===== config.mk =====
export PLATFORM = sky130hd
export DESIGN_NAME = pis_irq_ctrl
export DESIGN_NICKNAME = d
export VERILOG_FILES = /design/src/pis_pkg.sv /design/src/pis_stack.sv /design/src/pis_irq_ctrl.sv
export VERILOG_INCLUDE_DIRS = /design/src
export SDC_FILE = /design/constraint.sdc
export NUM_CORES = 1
export LEC_CHECK = 0
export ABC_CLOCK_PERIOD_IN_PS = 2900
export BUFFER_PORTS_ARGS = -buffer_cell sky130_fd_sc_hd__buf_2
export CAP_MARGIN = 20
export CORE_UTILIZATION = 50
export CTS_BUF_LIST = sky130_fd_sc_hd__clkbuf_8
export CTS_CLUSTER_SIZE = 8
export DETAILED_ROUTE_END_ITERATION = 10
export PLACE_DENSITY = 0.75
export SYNTH_ARGS = -nofsm -noshare
export SYNTH_HDL_FRONTEND = slang
export SYNTH_SLANG_ARGS = --single-unit

===== constraint.sdc =====
create_clock -name clock -period 2.9 [get_ports clock]
set_input_delay 0.58 -clock clock [delete_from_list [all_inputs] [get_ports clock]]
set_output_delay 0.58 -clock clock [all_outputs]
set_load 0.05 [all_outputs]

===== src/pis_params.svh =====
`ifndef PIS_PARAMS_SVH
`define PIS_PARAMS_SVH

// Widths and depths
`define PIS_PC_W          13
`define PIS_STACK_DEPTH   8
`define PIS_SP_W          4
`define PIS_NFLAG         10
`define PIS_ADDR_W        12

// Flag and enable bit positions (same layout in both registers)
`define PIS_FLG_SIF       0
`define PIS_FLG_LVD       1
`define PIS_FLG_UART      2
`define PIS_FLG_EE        3
`define PIS_FLG_PTP       4
`define PIS_FLG_PTA       5
`define PIS_FLG_STP       6
`define PIS_FLG_STA       7
`define PIS_FLG_G0        8
`define PIS_FLG_G1        9
`define PIS_GIE_BIT       10

// Register byte offsets
`define PIS_OFS_ENABLE    12'h000
`define PIS_OFS_FLAGS     12'h004
`define PIS_OFS_SET       12'h008
`define PIS_OFS_STATUS    12'h00C

// Reset values
`define PIS_ENABLE_RST    10'h000
`define PIS_FLAGS_RST     10'h000
`define PIS_GIE_RST       1'b0

// Vector addresses, lowest first wins
`define PIS_VEC_NONE      13'h0000
`define PIS_VEC_SIF       13'h0010
`define PIS_VEC_LVD       13'h0014
`define PIS_VEC_G0        13'h0018
`define PIS_VEC_G1        13'h001C

`endif


===== src/pis_pkg.sv =====
`include "pis_params.svh"

package pis_pkg;

    typedef enum logic [2:0] {
        PIS_SRC_NONE,
        PIS_SRC_SIF,
        PIS_SRC_LVD,
        PIS_SRC_GRP0,
        PIS_SRC_GRP1
    } pis_src_t;

    typedef struct packed {
        logic [`PIS_NFLAG-1:0] enable;
        logic                  gie;
        logic [`PIS_NFLAG-1:0] flags;
        logic                  lvd_s1;
        logic                  lvd_s2;
        logic                  lvd_s3;
        pis_src_t              src;
        logic                  irq_req;
        logic [`PIS_PC_W-1:0]  irq_vector;
        logic [`PIS_PC_W-1:0]  return_pc;
        logic                  wake;
        logic                  pready;
        logic                  pslverr;
        logic [31:0]           prdata;
    } pis_state_t;

    typedef struct packed {
        logic [`PIS_STACK_DEPTH-1:0][`PIS_PC_W-1:0] mem;
        logic [`PIS_SP_W-1:0]                       cnt;
    } pis_stack_state_t;

endpackage


===== src/pis_stack.sv =====
`timescale 1ns/10ps
`default_nettype none
`include "pis_params.svh"

module pis_stack
    import pis_pkg::*;
(
    input  wire logic                 clock,
    input  wire logic                 nrst,
    input  wire logic                 push,
    input  wire logic                 pop,
    input  wire logic [`PIS_PC_W-1:0] push_pc,
    output logic      [`PIS_PC_W-1:0] top_pc,
    output logic                      full_next,
    output logic      [`PIS_SP_W-1:0] depth
);

    pis_stack_state_t q;
    pis_stack_state_t d;

    // Only the program counter is kept; nothing else is saved on entry
    always_comb begin
        d = q;
        top_pc = '0;
        if (q.cnt != '0) begin
            top_pc = q.mem[q.cnt - `PIS_SP_W'(1)];
        end
        // A push at full depth is dropped; the request gate avoids it for interrupts
        if (push && !pop && q.cnt != `PIS_SP_W'(`PIS_STACK_DEPTH)) begin
            d.mem[q.cnt[2:0]] = push_pc;
            d.cnt = q.cnt + `PIS_SP_W'(1);
        end else if (pop && !push && q.cnt != '0) begin
            d.cnt = q.cnt - `PIS_SP_W'(1);
        end else if (pop && push && q.cnt != '0) begin
            d.mem[q.cnt[2:0] - 3'd1] = push_pc;
        end
        full_next = (d.cnt == `PIS_SP_W'(`PIS_STACK_DEPTH));
        depth = q.cnt;
    end

    always_ff @(posedge clock or negedge nrst) begin
        if (!nrst) begin
            q <= '0;
        end else begin
            q <= d;
        end
    end

endmodule

`default_nettype wire


===== src/pis_irq_ctrl.sv =====
// Decided for this implementation: the register offsets and the APB register port.
`timescale 1ns/10ps
`default_nettype none
`include "pis_params.svh"

module pis_irq_ctrl
    import pis_pkg::*;
(
    input  wire logic                   clock,
    input  wire logic                   nrst,
    input  wire logic                   psel,
    input  wire logic                   penable,
    input  wire logic                   pwrite,
    input  wire logic [`PIS_ADDR_W-1:0] paddr,
    input  wire logic [31:0]            pwdata,
    output logic      [31:0]            prdata,
    output logic                        pready,
    output logic                        pslverr,
    input  wire logic                   sif_byte_done,
    input  wire logic                   sif_addr_match,
    input  wire logic                   sif_timeout,
    input  wire logic [5:0]             serial_port_event_n,
    input  wire logic                   low_supply_detect,
    input  wire logic                   eeprom_write_done,
    input  wire logic [3:0]             timer_match,
    input  wire logic [`PIS_PC_W-1:0]   core_pc,
    input  wire logic                   core_take,
    input  wire logic                   call_op,
    input  wire logic                   subroutine_return_op,
    input  wire logic                   return_from_interrupt_op,
    input  wire logic                   sleeping,
    output logic                        irq_req,
    output logic      [`PIS_PC_W-1:0]   irq_vector,
    output logic      [`PIS_PC_W-1:0]   return_pc,
    output logic                        wake
);

    pis_state_t q;
    pis_state_t d;

    logic [7:0]            ev;
    logic [`PIS_NFLAG-1:0] sw_clr;
    logic [`PIS_NFLAG-1:0] sw_set;
    logic [`PIS_NFLAG-1:0] svc_clr;
    logic                  wr;
    logic                  acc_setup;
    logic                  svc;
    logic                  sif_any;
    logic                  p_sif;
    logic                  p_lvd;
    logic                  p_g0;
    logic                  p_g1;
    logic                  stk_push;
    logic                  stk_pop;
    logic                  stk_full;
    logic [`PIS_PC_W-1:0]  stk_top;
    logic [`PIS_SP_W-1:0]  stk_depth;

    ////////////////////////////////////////////////////////////////////////
    // Return stack

    assign stk_push = svc | call_op;
    assign stk_pop  = subroutine_return_op | return_from_interrupt_op;

    pis_stack u_stack (
        .clock     (clock),
        .nrst      (nrst),
        .push      (stk_push),
        .pop       (stk_pop),
        .push_pc   (core_pc),
        .top_pc    (stk_top),
        .full_next (stk_full),
        .depth     (stk_depth)
    );

    ////////////////////////////////////////////////////////////////////////
    // Next state

    always_comb begin
        d = q;
        sif_any = sif_byte_done | sif_addr_match | sif_timeout;
        ev = '0;
        ev[`PIS_FLG_SIF] = sif_any;
        ev[`PIS_FLG_LVD] = q.lvd_s2 & ~q.lvd_s3;
        // Any low bit is a live condition; the port pulses low, not a level
        ev[`PIS_FLG_UART] = ~&serial_port_event_n;
        ev[`PIS_FLG_EE] = eeprom_write_done;
        ev[`PIS_FLG_STA:`PIS_FLG_PTP] = timer_match;

        // Supply detector is asynchronous to this clock
        d.lvd_s1 = low_supply_detect;
        d.lvd_s2 = q.lvd_s1;
        d.lvd_s3 = q.lvd_s2;

        acc_setup = psel & ~penable;
        wr = psel & penable & q.pready & pwrite;
        sw_clr = '0;
        sw_set = '0;
        if (wr && paddr == `PIS_OFS_FLAGS) begin
            sw_clr = pwdata[`PIS_NFLAG-1:0];
        end
        if (wr && paddr == `PIS_OFS_SET) begin
            sw_set = pwdata[`PIS_NFLAG-1:0];
        end

        svc = core_take & q.irq_req;
        svc_clr = '0;
        if (svc) begin
            case (q.src)
                PIS_SRC_SIF:  svc_clr[`PIS_FLG_SIF] = 1'b1;
                PIS_SRC_LVD:  svc_clr[`PIS_FLG_LVD] = 1'b1;
                // Member flags stay set; software must clear them
                PIS_SRC_GRP0: svc_clr[`PIS_FLG_G0] = 1'b1;
                PIS_SRC_GRP1: svc_clr[`PIS_FLG_G1] = 1'b1;
                default: ;
            endcase
        end

        // New events beat any clear in the same cycle
        d.flags[7:0] = ev | sw_set[7:0] | (q.flags[7:0] & ~sw_clr[7:0] & ~svc_clr[7:0]);
        d.flags[`PIS_FLG_G0] = (|(d.flags[`PIS_FLG_EE:`PIS_FLG_UART] & ~q.flags[`PIS_FLG_EE:`PIS_FLG_UART]))
                             | sw_set[`PIS_FLG_G0]
                             | (q.flags[`PIS_FLG_G0] & ~sw_clr[`PIS_FLG_G0] & ~svc_clr[`PIS_FLG_G0]);
        d.flags[`PIS_FLG_G1] = (|(d.flags[`PIS_FLG_STA:`PIS_FLG_PTP] & ~q.flags[`PIS_FLG_STA:`PIS_FLG_PTP]))
                             | sw_set[`PIS_FLG_G1]
                             | (q.flags[`PIS_FLG_G1] & ~sw_clr[`PIS_FLG_G1] & ~svc_clr[`PIS_FLG_G1]);

        if (wr && paddr == `PIS_OFS_ENABLE) begin
            d.enable = pwdata[`PIS_NFLAG-1:0];
            d.gie = pwdata[`PIS_GIE_BIT];
        end
        if (return_from_interrupt_op) begin
            d.gie = 1'b1;
        end
        // A plain return has no effect on the global enable
        if (svc) begin
            d.gie = 1'b0;
        end

        if (stk_pop) begin
            d.return_pc = stk_top;
        end

        // Judged on next state so a taken request drops at once
        p_sif = d.gie & ~stk_full & d.enable[`PIS_FLG_SIF] & d.flags[`PIS_FLG_SIF];
        p_lvd = d.gie & ~stk_full & d.enable[`PIS_FLG_LVD] & d.flags[`PIS_FLG_LVD];
        p_g0 = d.gie & ~stk_full & d.enable[`PIS_FLG_G0] & d.flags[`PIS_FLG_G0]
             & (|(d.enable[`PIS_FLG_EE:`PIS_FLG_UART] & d.flags[`PIS_FLG_EE:`PIS_FLG_UART]));
        p_g1 = d.gie & ~stk_full & d.enable[`PIS_FLG_G1] & d.flags[`PIS_FLG_G1]
             & (|(d.enable[`PIS_FLG_STA:`PIS_FLG_PTP] & d.flags[`PIS_FLG_STA:`PIS_FLG_PTP]));

        d.irq_req = p_sif | p_lvd | p_g0 | p_g1;
        if (p_sif) begin
            d.src = PIS_SRC_SIF;
            d.irq_vector = `PIS_VEC_SIF;
        end else if (p_lvd) begin
            d.src = PIS_SRC_LVD;
            d.irq_vector = `PIS_VEC_LVD;
        end else if (p_g0) begin
            d.src = PIS_SRC_GRP0;
            d.irq_vector = `PIS_VEC_G0;
        end else if (p_g1) begin
            d.src = PIS_SRC_GRP1;
            d.irq_vector = `PIS_VEC_G1;
        end else begin
            d.src = PIS_SRC_NONE;
            d.irq_vector = `PIS_VEC_NONE;
        end

        // Enables play no part in waking
        d.wake = sleeping & (|(d.flags & ~q.flags));

        // Zero-wait slave: ready is raised for the access cycle
        d.pready = acc_setup;
        d.pslverr = 1'b0;
        d.prdata = '0;
        if (acc_setup) begin
            case (paddr)
                `PIS_OFS_ENABLE: d.prdata = pwrite ? '0 : 32'({q.gie, q.enable});
                `PIS_OFS_FLAGS:  d.prdata = pwrite ? '0 : 32'(q.flags);
                `PIS_OFS_SET:    d.prdata = '0;
                `PIS_OFS_STATUS: d.prdata = pwrite ? '0 : 32'({q.irq_vector, stk_depth, q.src, q.irq_req});
                default:         d.pslverr = 1'b1;
            endcase
        end
    end

    always_ff @(posedge clock or negedge nrst) begin
        if (!nrst) begin
            q <= '0;
            q.enable <= `PIS_ENABLE_RST;
            q.flags <= `PIS_FLAGS_RST;
            q.gie <= `PIS_GIE_RST;
        end else begin
            q <= d;
        end
    end

    assign prdata     = q.prdata;
    assign pready     = q.pready;
    assign pslverr    = q.pslverr;
    assign irq_req    = q.irq_req;
    assign irq_vector = q.irq_vector;
    assign return_pc  = q.return_pc;
    assign wake       = q.wake;
endmodule

`default_nettype wire


==> reports/metrics.yaml, run 1 <==
critical_path:
  arrival_ns: 3.15
  critical_path_class: "input port to flop"
  reg2reg_from: "u_stack.depth[0]"
  start_kind: "input port"
  ff2ff_path_depth: 9
  cp.required_ns: 3.28
  path_max_fanout: 7
  end_kind: "flop"
  r2r_slack_ns: 0.32
  startpoint: "paddr[7]"
logic_synthesis:
  ys_ff_latch: 168
  synth-edff-count: 0
  synth_common_cells: "dfrtp_1, mux2_2, buf_4"
  postSynthCellCount: 693
  yosys.cell_count.top_type: "dfrtp_1"
  synth_top_area_share_pct: 52.1
  syn_avg_cell_area_um2: 11.6
  ys_warn_count: 0
  synth_seq_area_share_pct: 52.1
  synth-main-ff-cell: "dfrtp_1"
  ys_types: 60
  netlist_area_mm2: 0.00807
  ys_async_sr_fraction_pct: 100
  yosysTopAreaCell: "dfrtp_1"
  synth_area_leaders: "dfrtp_1, mux2_2, buf_4"
clock_tree:
  cts.path.max_buffers: 2
  postCtsSetupBuffers: 0
  clk_pin_slew_ns: 0.09
  cts_sinks: 168
  cts_tree: "done"
  cts_buffers: 17
  cts_resized: 0
  clk_latency_ns: 0.47
  holdBufCountCts: 0
  htree_num_levels: 4
  root_buffer: "clkbuf_8"
placed_design:
  io_buffers: 93
  dp_worst_setup_slack_ns: -0.345
  gp_congestion: 0.932
  dpl.hpwl_mm: 13.3
timing:
  min_period_ns: 2.77
  fin_skew_ns: 0.0140
  holdWs_ns: 0.0232
  fin_ws_ns: 0.131
  rsz0062_at_grt: "no"
  fin_crit_sh_pct: 95.5
  hold_viol: 0
  tns_ns: 0
  setup_violations: 0
  final-max-slew-violation-count: 0
  clock.fmax_ghz: 0.361
floorplanning:
  dieArea_mm2: 0.0166
  coreArea_mm2: 0.0158
  die_h_um: 129
  die_width_um: 129
  num_io_pins: 144
  start_util_pct: 51.0
  fp-row-count: 46
worst_hold_path:
  hold_class: "input port to asynchronous set/reset pin"
cells_and_area:
  syn2layout_area_growth_pct: 13.8
  drive_above_1_share_pct: 36.8
  diodes: 0
  fin_nets: 881
grt:
  grt_use_total_pct: 24.9
  first_global_vias: 6073
  grt_max_degree: 65
  grt-ovfl-total: 0
  grt_pass1_wl_mm: 31.4
  antenna_found_initial: 0
drt:
  vias: 6005
  wirelength_mm: 19.7
  viasPerCell: 5.85
  avgRoutedWirePerCell_um: 19.2
  firstDrtPassIters: 7
  drc: 0
  drtAntennaViolNets: 0
  drt_iter0_drc: 552
power:
  comb_power_share_pct: 42.5
  p_per_area_mw_per_mm2: 1000
  p_clk_share_pct: 17.4
  worst_ir_drop_vdd_v: 0.000634
  p_leak_nw: 4.27
  fin_total_pwr_mw: 9.18
  netSwitchingFraction_pct: 38.2
  p_sw_mw: 3.51
  power_frac_seq_pct: 40.1
  internal_power_mw: 5.67
job:
  max-cap-violations: 0
outcome:
  status: "completed"
layer usage:
layer | wire (um) | share of wire (%) | track usage, %
met3 | 1040 | 5.3 | 5.12
met1 | 8450 | 43 | 32.2
met4 | 520 | 2.6 | 11.9
met2 | 9640 | 49 | 40.4
met5 | 0 | 0 | 0
through the flow:
step	util [%]	area, um^2	std cells
after floorplan	-	8190	721
after global placement	55.6	8800	994
after detailed placement	55.6	8800	994
after CTS	58.0	9180	1026
after global routing	58.0	9180	1026
final	58.0	9180	1026
layout by cell type, fill, tap and decap left out, types with 6 or more instances in the layout:
master / count
a21oi_1: 34
nor2_1: 32
buf_2: 92
mux2_2: 104
buf_4: 53
inv_1: 25
conb_1: 29
a22o_1: 25
dfrtp_1: 168
mux2i_1: 11
nand2_1: 25
o21ai_0: 9
a221oi_1: 13
a22oi_1: 33
clkbuf_8: 17
nor3_1: 6
o21ai_1: 7
nand3_1: 19
final cells by class:
type / count / area, um^2
multi-input combinational: 437 / 3310
inverter: 24 / 90.1
timing repair buffer: 149 / 930
clock buffer: 17 / 234
sequential: 168 / 4200
fill: 1263 / 6650
tap: 216 / 270
clock inverter: 15 / 140
critical path: stages:
cell and delay [ns]:
buf_2 0.09, or4_1 0.67, or4_4 0.59, nor3b_4 0.29
a211o_1 0.20, a22oi_1 0.11, a211o_1 0.40, a31oi_1 0.22
worst paths after layout:
path | to
max in group asynchronous | return_pc[4]
min in group clock | d[66]
worst max-delay path | irq_vector[4]
worst min-delay path | q[81]
worst max register to register | u_stack.q[101]
worst min register to register | d[65]
registers in the layout, summed over array words and instances (netlist names):
name           count
wake               1
u_stack.q        104
u_stack.depth      4
pslverr            1
return_pc         13
irq_req            1
irq_vector         3
q                 25
prdata            13
d                  2
pready             1
power by group through the flow:
| stage | sequential (mW) | clock, mW | combinational, mW |
|---|---|---|---|
| after CTS | 3.67 | 1.63 | 3.89 |
| final | 3.68 | 1.60 | 3.90 |
| after floorplan | 3.56 | 0 | 2.92 |
| after global routing | 3.76 | 1.72 | 4.16 |
| after detailed placement | 3.71 | 0 | 3.87 |
| after global placement | 3.64 | 0 | 3.73 |
logic make-up after synthesis:
logic type | count (synthesis) | synth area share [%]
buf+inv | 116 | 8.22
simple gates | 127 | 8.59
flops | 168 | 52.1
other cells | 1 | 0.0465
mux | 119 | 16.4
compound gates | 155 | 13.7
xor+xnor | 5 | 0.543
fa+ha+maj | 2 | 0.310
(Power assumes the default switching activity.)
==> run 2: changes to the inputs <==
- CAP_MARGIN: 20 -> 5
- CORE_UTILIZATION: 50 -> 52
- PLACE_DENSITY: 0.75 -> 0.78
==> run 2 against run 1 <==
Against the previous run: critical path depth unchanged; worst setup slack lost 0.0012 ns; fmax barely moved; final area about the same; largest cell class unchanged.
==> reports/metrics.yaml, run 2 (synthesis results as in run 1) <==
outcome:
  status: "completed"
cells_and_area:
  syn2layout_area_growth_pct: 13.7  # about the same
  ff_latch_area_mm2: 0.00420  # unchanged
  drive_above_1_share_pct: 37.1  # +0.32 points
  final_cell_mix: "dfrtp_1, mux2_2, buf_2"
  diodes: 0  # unchanged
  fin_nets: 882  # +0.11%
  mostFrequentLayoutCell: "dfrtp_1"
  multi_input_area_mm2: 0.00331  # unchanged
  regMostFlops: "u_stack.q"
  nFillCells: 1190  # -5.8%
  reg.largest.list: "u_stack.q x104, q x25"
  instances_no_fill: 999  # -2.6%
  largest_reg_flops: 104  # unchanged
timing:
  worstMarginPinSlew_ns: 0.583
  relSlewSlack_pct: 60.9
  fin_skew_ns: 0.0104  # -0.00359 ns
  clock.fmax_ghz: 0.361  # about the same
  holdWs_ns: 0.0751  # +0.0519 ns
  hold_viol: 0  # unchanged
  setup_violations: 0  # unchanged
  rsz0062_at_grt: "yes"
  final-max-slew-violation-count: 0  # unchanged
  min_period_ns: 2.77  # +0.00120 ns
  fin_crit_sh_pct: 95.5  # about the same
critical_path:
  path_max_fanout: 13  # +6
  start_kind: "flop"
  critical_path_class: "flop to flop"
  cp.required_ns: 3.25  # -0.03 ns
  arrival_ns: 3.12  # -0.03 ns
  end_kind: "flop"
  r2r_slack_ns: 0.13  # -0.19 ns
clock_tree:
  clk_pin_slew_ns: 0.09  # about the same
  cts_tree: "done"
  root_buffer: "clkbuf_8"
  cts_sinks: 168  # unchanged
  holdBufCountCts: 0  # unchanged
  clk_latency_ns: 0.47  # about the same
  cts_buffers: 17  # unchanged
  postCtsSetupBuffers: 0  # unchanged
  cts.path.max_buffers: 2  # unchanged
  htree_num_levels: 4  # unchanged
  cts_resized: 0  # unchanged
floorplanning:
  die_width_um: 127  # -1.9%
  die_h_um: 127  # -1.9%
  num_io_pins: 144  # unchanged
  coreArea_mm2: 0.0151  # -4.3%
  start_util_pct: 53.3  # +2.3 points
  dieArea_mm2: 0.0160  # -3.8%
  fp-row-count: 45  # -2.2%
grt:
  grt_max_degree: 62  # -4.6%
  first_global_vias: 6209  # +2.2%
  grt_pass1_wl_mm: 31.6  # +0.64%
  grt-ovfl-total: 0  # unchanged
  antenna_found_initial: 0  # unchanged
  grt_use_total_pct: 26.0  # +1.1 points
placed_design:
  dpl.cell_count: 967  # -2.7%
  io_buffers: 93  # unchanged
  gp_congestion: 0.894  # -4.1%
  dpl.hpwl_mm: 13.5  # +0.85%
power:
  p_per_area_mw_per_mm2: 1020  # +1.6%
  worst_ir_drop_vdd_v: 0.000581  # -8.4%
  p_leak_nw: 4.30  # +0.56%
  fin_total_pwr_mw: 9.32  # +1.6%
drt:
  wirelength_mm: 19.8  # +0.95%
  viasPerCell: 6.03  # +3.1%
  vias: 6028  # +0.38%
  drt_iter0_drc: 441  # -20%
  drtAntennaViolNets: 0  # unchanged
  firstDrtPassIters: 5  # -2
  drc: 0  # unchanged
  avgRoutedWirePerCell_um: 19.9  # +3.7%
worst_hold_path:
  hold_class: "input port to asynchronous set/reset pin"
job:
  max-cap-violations: 0  # unchanged
run 2: power by group:
group	internal (mW)	total, mW	switching (mW)
clock	0.837	1.73	0.897
sequential	3.22	3.70	0.483
combinational	1.76	3.89	2.13
run 2: worst paths after layout:
kind                              startpoint             end  depth (start not counted)
setup reg to reg            u_stack.depth[0]   u_stack.q[21]                          8
setup / recovery            u_stack.depth[0]   u_stack.q[21]                          8
hold / removal                          nrst   irq_vector[3]                          1
min in group clock         low_supply_detect           d[66]                          1
max in group asynchronous               nrst  u_stack.q[106]                          2
hold reg to reg                        d[66]           d[65]                          0
run 2: critical path: stages (launching register included):
cell and delay (ns):
dfrtp_1 0.38, inv_1 0.10, ha_1 0.30, nor2b_1 0.21, a211o_1 0.38, or4_1 0.42
a21oi_1 0.16, buf_4 0.31, mux2_2 0.40
run 2: metrics by stage:
stage | area, um^2 | TNS, ns | setup slack, ns | util [%]
after floorplan | 8190 | -0.0133 | -0.0117 | -
after global placement | 8750 | -0.659 | -0.120 | 57.8
after detailed placement | 8750 | -1.23 | -0.223 | 57.8
after CTS | 9170 | 0 | 0.180 | 60.6
after global routing | 9170 | -0.0138 | -0.0103 | 60.6
final | 9170 | 0 | 0.130 | 60.6
run 2: per-layer routing:
layer  GRT usage (%)  wire, um  share of wire (%)
met1            33.3      8300                 42
met5               0         0                  0
met3            5.78      1480                7.4
met2            42.4      9470                 48
met4            11.9       601                3.0
run 2: cell type report:
class                      instances  share of cell area, %
clock buffer                      19                   2.85
clock inverter                    13                   1.73
inverter                          24                  0.982
multi-input combinational        437                   36.1
sequential                       168                   45.8
tap                              188                   2.56
timing repair buffer             150                   9.95
==> run 3: changes to the inputs <==
- ABC_AREA: unset -> 1
- CORE_UTILIZATION: 52 -> 53
- PLACE_DENSITY: 0.78 -> 0.79
==> run 3 against run 2 <==
Against the previous run: fmax rose by 4.5%; highest routed layer unchanged; routed wire length shrank 7.2%; clock skew increased by 0.0041 ns; global-route usage is 1.4 points lower; worst setup slack improved by 0.12 ns; sequential power fell by 5%; via count grew 8.1%; worst hold slack improved by 0.0088 ns; synthesized cell count rose by 34%; clock power decreased by 16%; register-to-register slack improved by 0.12 ns; combinational power down 18%.
==> reports/metrics.yaml, run 3 <==
timing:
  hold_viol: 0  # unchanged
  relSlewSlack_pct: 37.7  # -23 points
  tns_ns: 0  # unchanged
  fin_skew_ns: 0.0145  # +0.00410 ns
  min_period_ns: 2.65  # -0.119 ns
  holdWs_ns: 0.0839  # +0.00880 ns
  clock.fmax_ghz: 0.377  # +4.5%
  final-max-slew-violation-count: 0  # unchanged
  worstMarginPinSlew_ns: 0.930  # +0.347 ns
  rsz0062_at_grt: "no"
  setup_violations: 0  # unchanged
  fin_crit_sh_pct: 91.4  # -4.1 points
logic_synthesis:
  synth_area_leaders: "dfrtp_1, nand2_1, buf_4"
  synth_seq_area_share_pct: 50.9  # -1.2 points
  synth_top_area_share_pct: 50.9  # -1.2 points
  ys_types: 51  # -15%
  ys_async_sr_fraction_pct: 100  # unchanged
  postSynthCellCount: 929  # +34%
  synth_common_cells: "nand2_1, dfrtp_1, inv_1"
  synth-main-ff-cell: "dfrtp_1"
  synth-edff-count: 0  # unchanged
  ys_ff_latch: 168  # unchanged
  syn_avg_cell_area_um2: 8.89  # -24%
  ys_warn_count: 0  # unchanged
  yosysTopAreaCell: "dfrtp_1"
  yosys.cell_count.top_type: "nand2_1"
  netlist_area_mm2: 0.00826  # +2.3%
critical_path:
  critical_path_class: "flop to flop"
  r2r_slack_ns: 0.25  # +0.12 ns
  end_kind: "flop"
  critPathMaxStageDelay_ns: 0.73  # +0.31 ns
  worstPathCellList: "inv_1 > ha_1 > xor2_1 > nor3_2 > o211ai_4 > nand2_1 > o21ai_2"
  start_kind: "flop"
  path_max_fanout: 26  # +13
  arrival_ns: 2.98  # -0.14 ns
  cp.required_ns: 3.23  # -0.02 ns
  slowest_stage: "nor3_2"
floorplanning:
  coreArea_mm2: 0.0152  # +0.37%
  die_width_um: 127  # +0.19%
  die_h_um: 127  # +0.19%
  num_io_pins: 144  # unchanged
  start_util_pct: 54.3  # +1.0 points
  dieArea_mm2: 0.0161  # +0.39%
  fp-row-count: 45  # unchanged
power:
  p_per_area_mw_per_mm2: 913  # -10%
  netSwitchingFraction_pct: 41.3  # +3.7 points
  p_clk_share_pct: 17.9  # -0.7 points
  comb_power_share_pct: 39.0  # -2.7 points
  power_frac_seq_pct: 43.1  # +3.4 points
  internal_power_mw: 4.78  # -18%
  p_sw_mw: 3.37  # -4.0%
  worst_ir_drop_vdd_v: 0.000583  # +0.34%
  p_leak_nw: 4.58  # +6.6%
placed_design:
  io_buffers: 93  # unchanged
  dpl.hpwl_mm: 12.4  # -7.5%
  gp_congestion: 0.900  # +0.75%
  dpl.cell_count: 1168  # +21%
  place_area_mm2: 0.00859  # -1.8%
drt:
  drc: 0  # unchanged
  vias: 6518  # +8.1%
  drtAntennaViolNets: 0  # unchanged
  firstDrtPassIters: 5  # unchanged
  viasPerCell: 5.43  # -10%
  drt_iter0_drc: 560  # +27%
  avgRoutedWirePerCell_um: 15.4  # -23%
  wirelength_mm: 18.4  # -7.2%
grt:
  grt_max_degree: 60  # -3.2%
  grt-ovfl-total: 0  # unchanged
  antenna_found_initial: 0  # unchanged
  first_global_vias: 6118  # -1.5%
  grt_pass1_wl_mm: 30.6  # -3.4%
  grt_use_total_pct: 24.6  # -1.4 points
cells_and_area:
  finish.utilization_pct: 58.7  # -1.8 points
  final_cell_mix: "nand2_1, dfrtp_1, inv_1, buf_2, o21ai_1"
  nFillCells: 1311  # +10%
  drive_above_1_share_pct: 18.7  # -18 points
  finalInstanceArea_mm2: 0.00893  # -2.7%
  diodes: 0  # unchanged
  fin_nets: 1083  # +23%
  syn2layout_area_growth_pct: 8.14
  reg.largest.list: "u_stack.q x104, q x25"
  mostFrequentLayoutCell: "nand2_1"
  instances_no_fill: 1200  # +20%
  regMostFlops: "u_stack.q"
  largest_reg_flops: 104  # unchanged
clock_tree:
  clk_latency_ns: 0.46  # about the same
  cts_sinks: 168  # unchanged
  cts_buffers: 17  # unchanged
  cts_tree: "done"
  holdBufCountCts: 0  # unchanged
  cts.path.max_buffers: 2  # unchanged
  root_buffer: "clkbuf_8"
  clk_pin_slew_ns: 0.09  # about the same
  htree_num_levels: 4  # unchanged
  postCtsSetupBuffers: 0  # unchanged
  cts_resized: 0  # unchanged
outcome:
  status: "completed"
worst_hold_path:
  hold_class: "input port to asynchronous set/reset pin"
job:
  max-cap-violations: 0  # unchanged
run 3: cell count changes after synthesis, moves of 11 or more:
| cell | before | now |
|---|---|---|
| nand2_1 | 25 | 251 |
| mux2_2 | 104 | 0 |
| o21ai_1 | 7 | 85 |
| inv_1 | 23 | 89 |
| clkbuf_1 | 30 | 8 |
| a21oi_1 | 34 | 17 |
| nand4_1 | 5 | 22 |
| a22o_1 | 25 | 11 |
| o21ai_0 | 9 | 22 |
| o21ai_2 | 0 | 13 |
| mux2i_1 | 11 | 0 |
run 3: area by class of cell:
class | instances | area [um^2] | share of cell area [%]
flip-flops and latches | 168 | 4200 | 47.1
clock buffers | 17 | 234 | 2.62
repair buffers | 113 | 647 | 7.25
well taps | 188 | 235 | 2.63
multi-input cells | 604 | 3140 | 35.2
clock inverters | 15 | 103 | 1.15
inverters | 95 | 362 | 4.05
run 3: critical path: cells and delay by family (launching register included):
family / cells / cell delay (ns)
adder cells (fa/ha/maj): 1 / 0.34
flip-flops: 1 / 0.39
AO/OA/AOI/OAI: 2 / 0.50
buffers and inverters: 1 / 0.17
XOR/XNOR: 1 / 0.18
AND/OR/NAND/NOR: 2 / 0.92
run 3: power by group through the flow:
stage	clock (mW)	combinational, mW	sequential, mW
detailed placement	0	3.18	3.53
global placement	0	3.09	3.51
global route	1.58	3.51	3.60
finish	1.46	3.18	3.51
floorplan	0	2.53	3.45
CTS	1.48	3.18	3.50
run 3: path summary, 6_finish.rpt:
kind,from,depth (start not counted),end
max,u_stack.depth[1],7,u_stack.q[22]
min,nrst,1,d[65]
max reg2reg,u_stack.depth[1],7,u_stack.q[22]
min reg2reg,d[66],0,d[65]
max in group asynchronous,nrst,2,u_stack.q[18]
min in group clock,low_supply_detect,1,d[66]
run 3: routing by layer:
layer,up-vias,share of wire (%),global-route usage [%]
met5,-,0,0
met4,0,2.2,10.4
met3,39,7.2,5.10
met2,263,45,38.1
met1,3087,45,33.8
li1,3129,-,-
run 3: per-stage QoR:
stage          total power, mW  setup WS [ns]
2_1_floorplan             5.98          0.710
3_3_place_gp              6.60          0.314
3_5_place_dp              6.72          0.262
4_1_cts                   8.17          0.245
5_1_grt                   8.69         0.0853
6_report                  8.15          0.248
run 3: cell families after synthesis:
group,count (synthesis),synth area share (%)
other,1,0.0454
AND/OR/NAND/NOR,361,19.4
XOR/XNOR,4,0.515
buffers and inverters,185,12.3
adder cells (fa/ha/maj),2,0.303
AO/OA/AOI/OAI,208,16.5
flip-flops,168,50.9
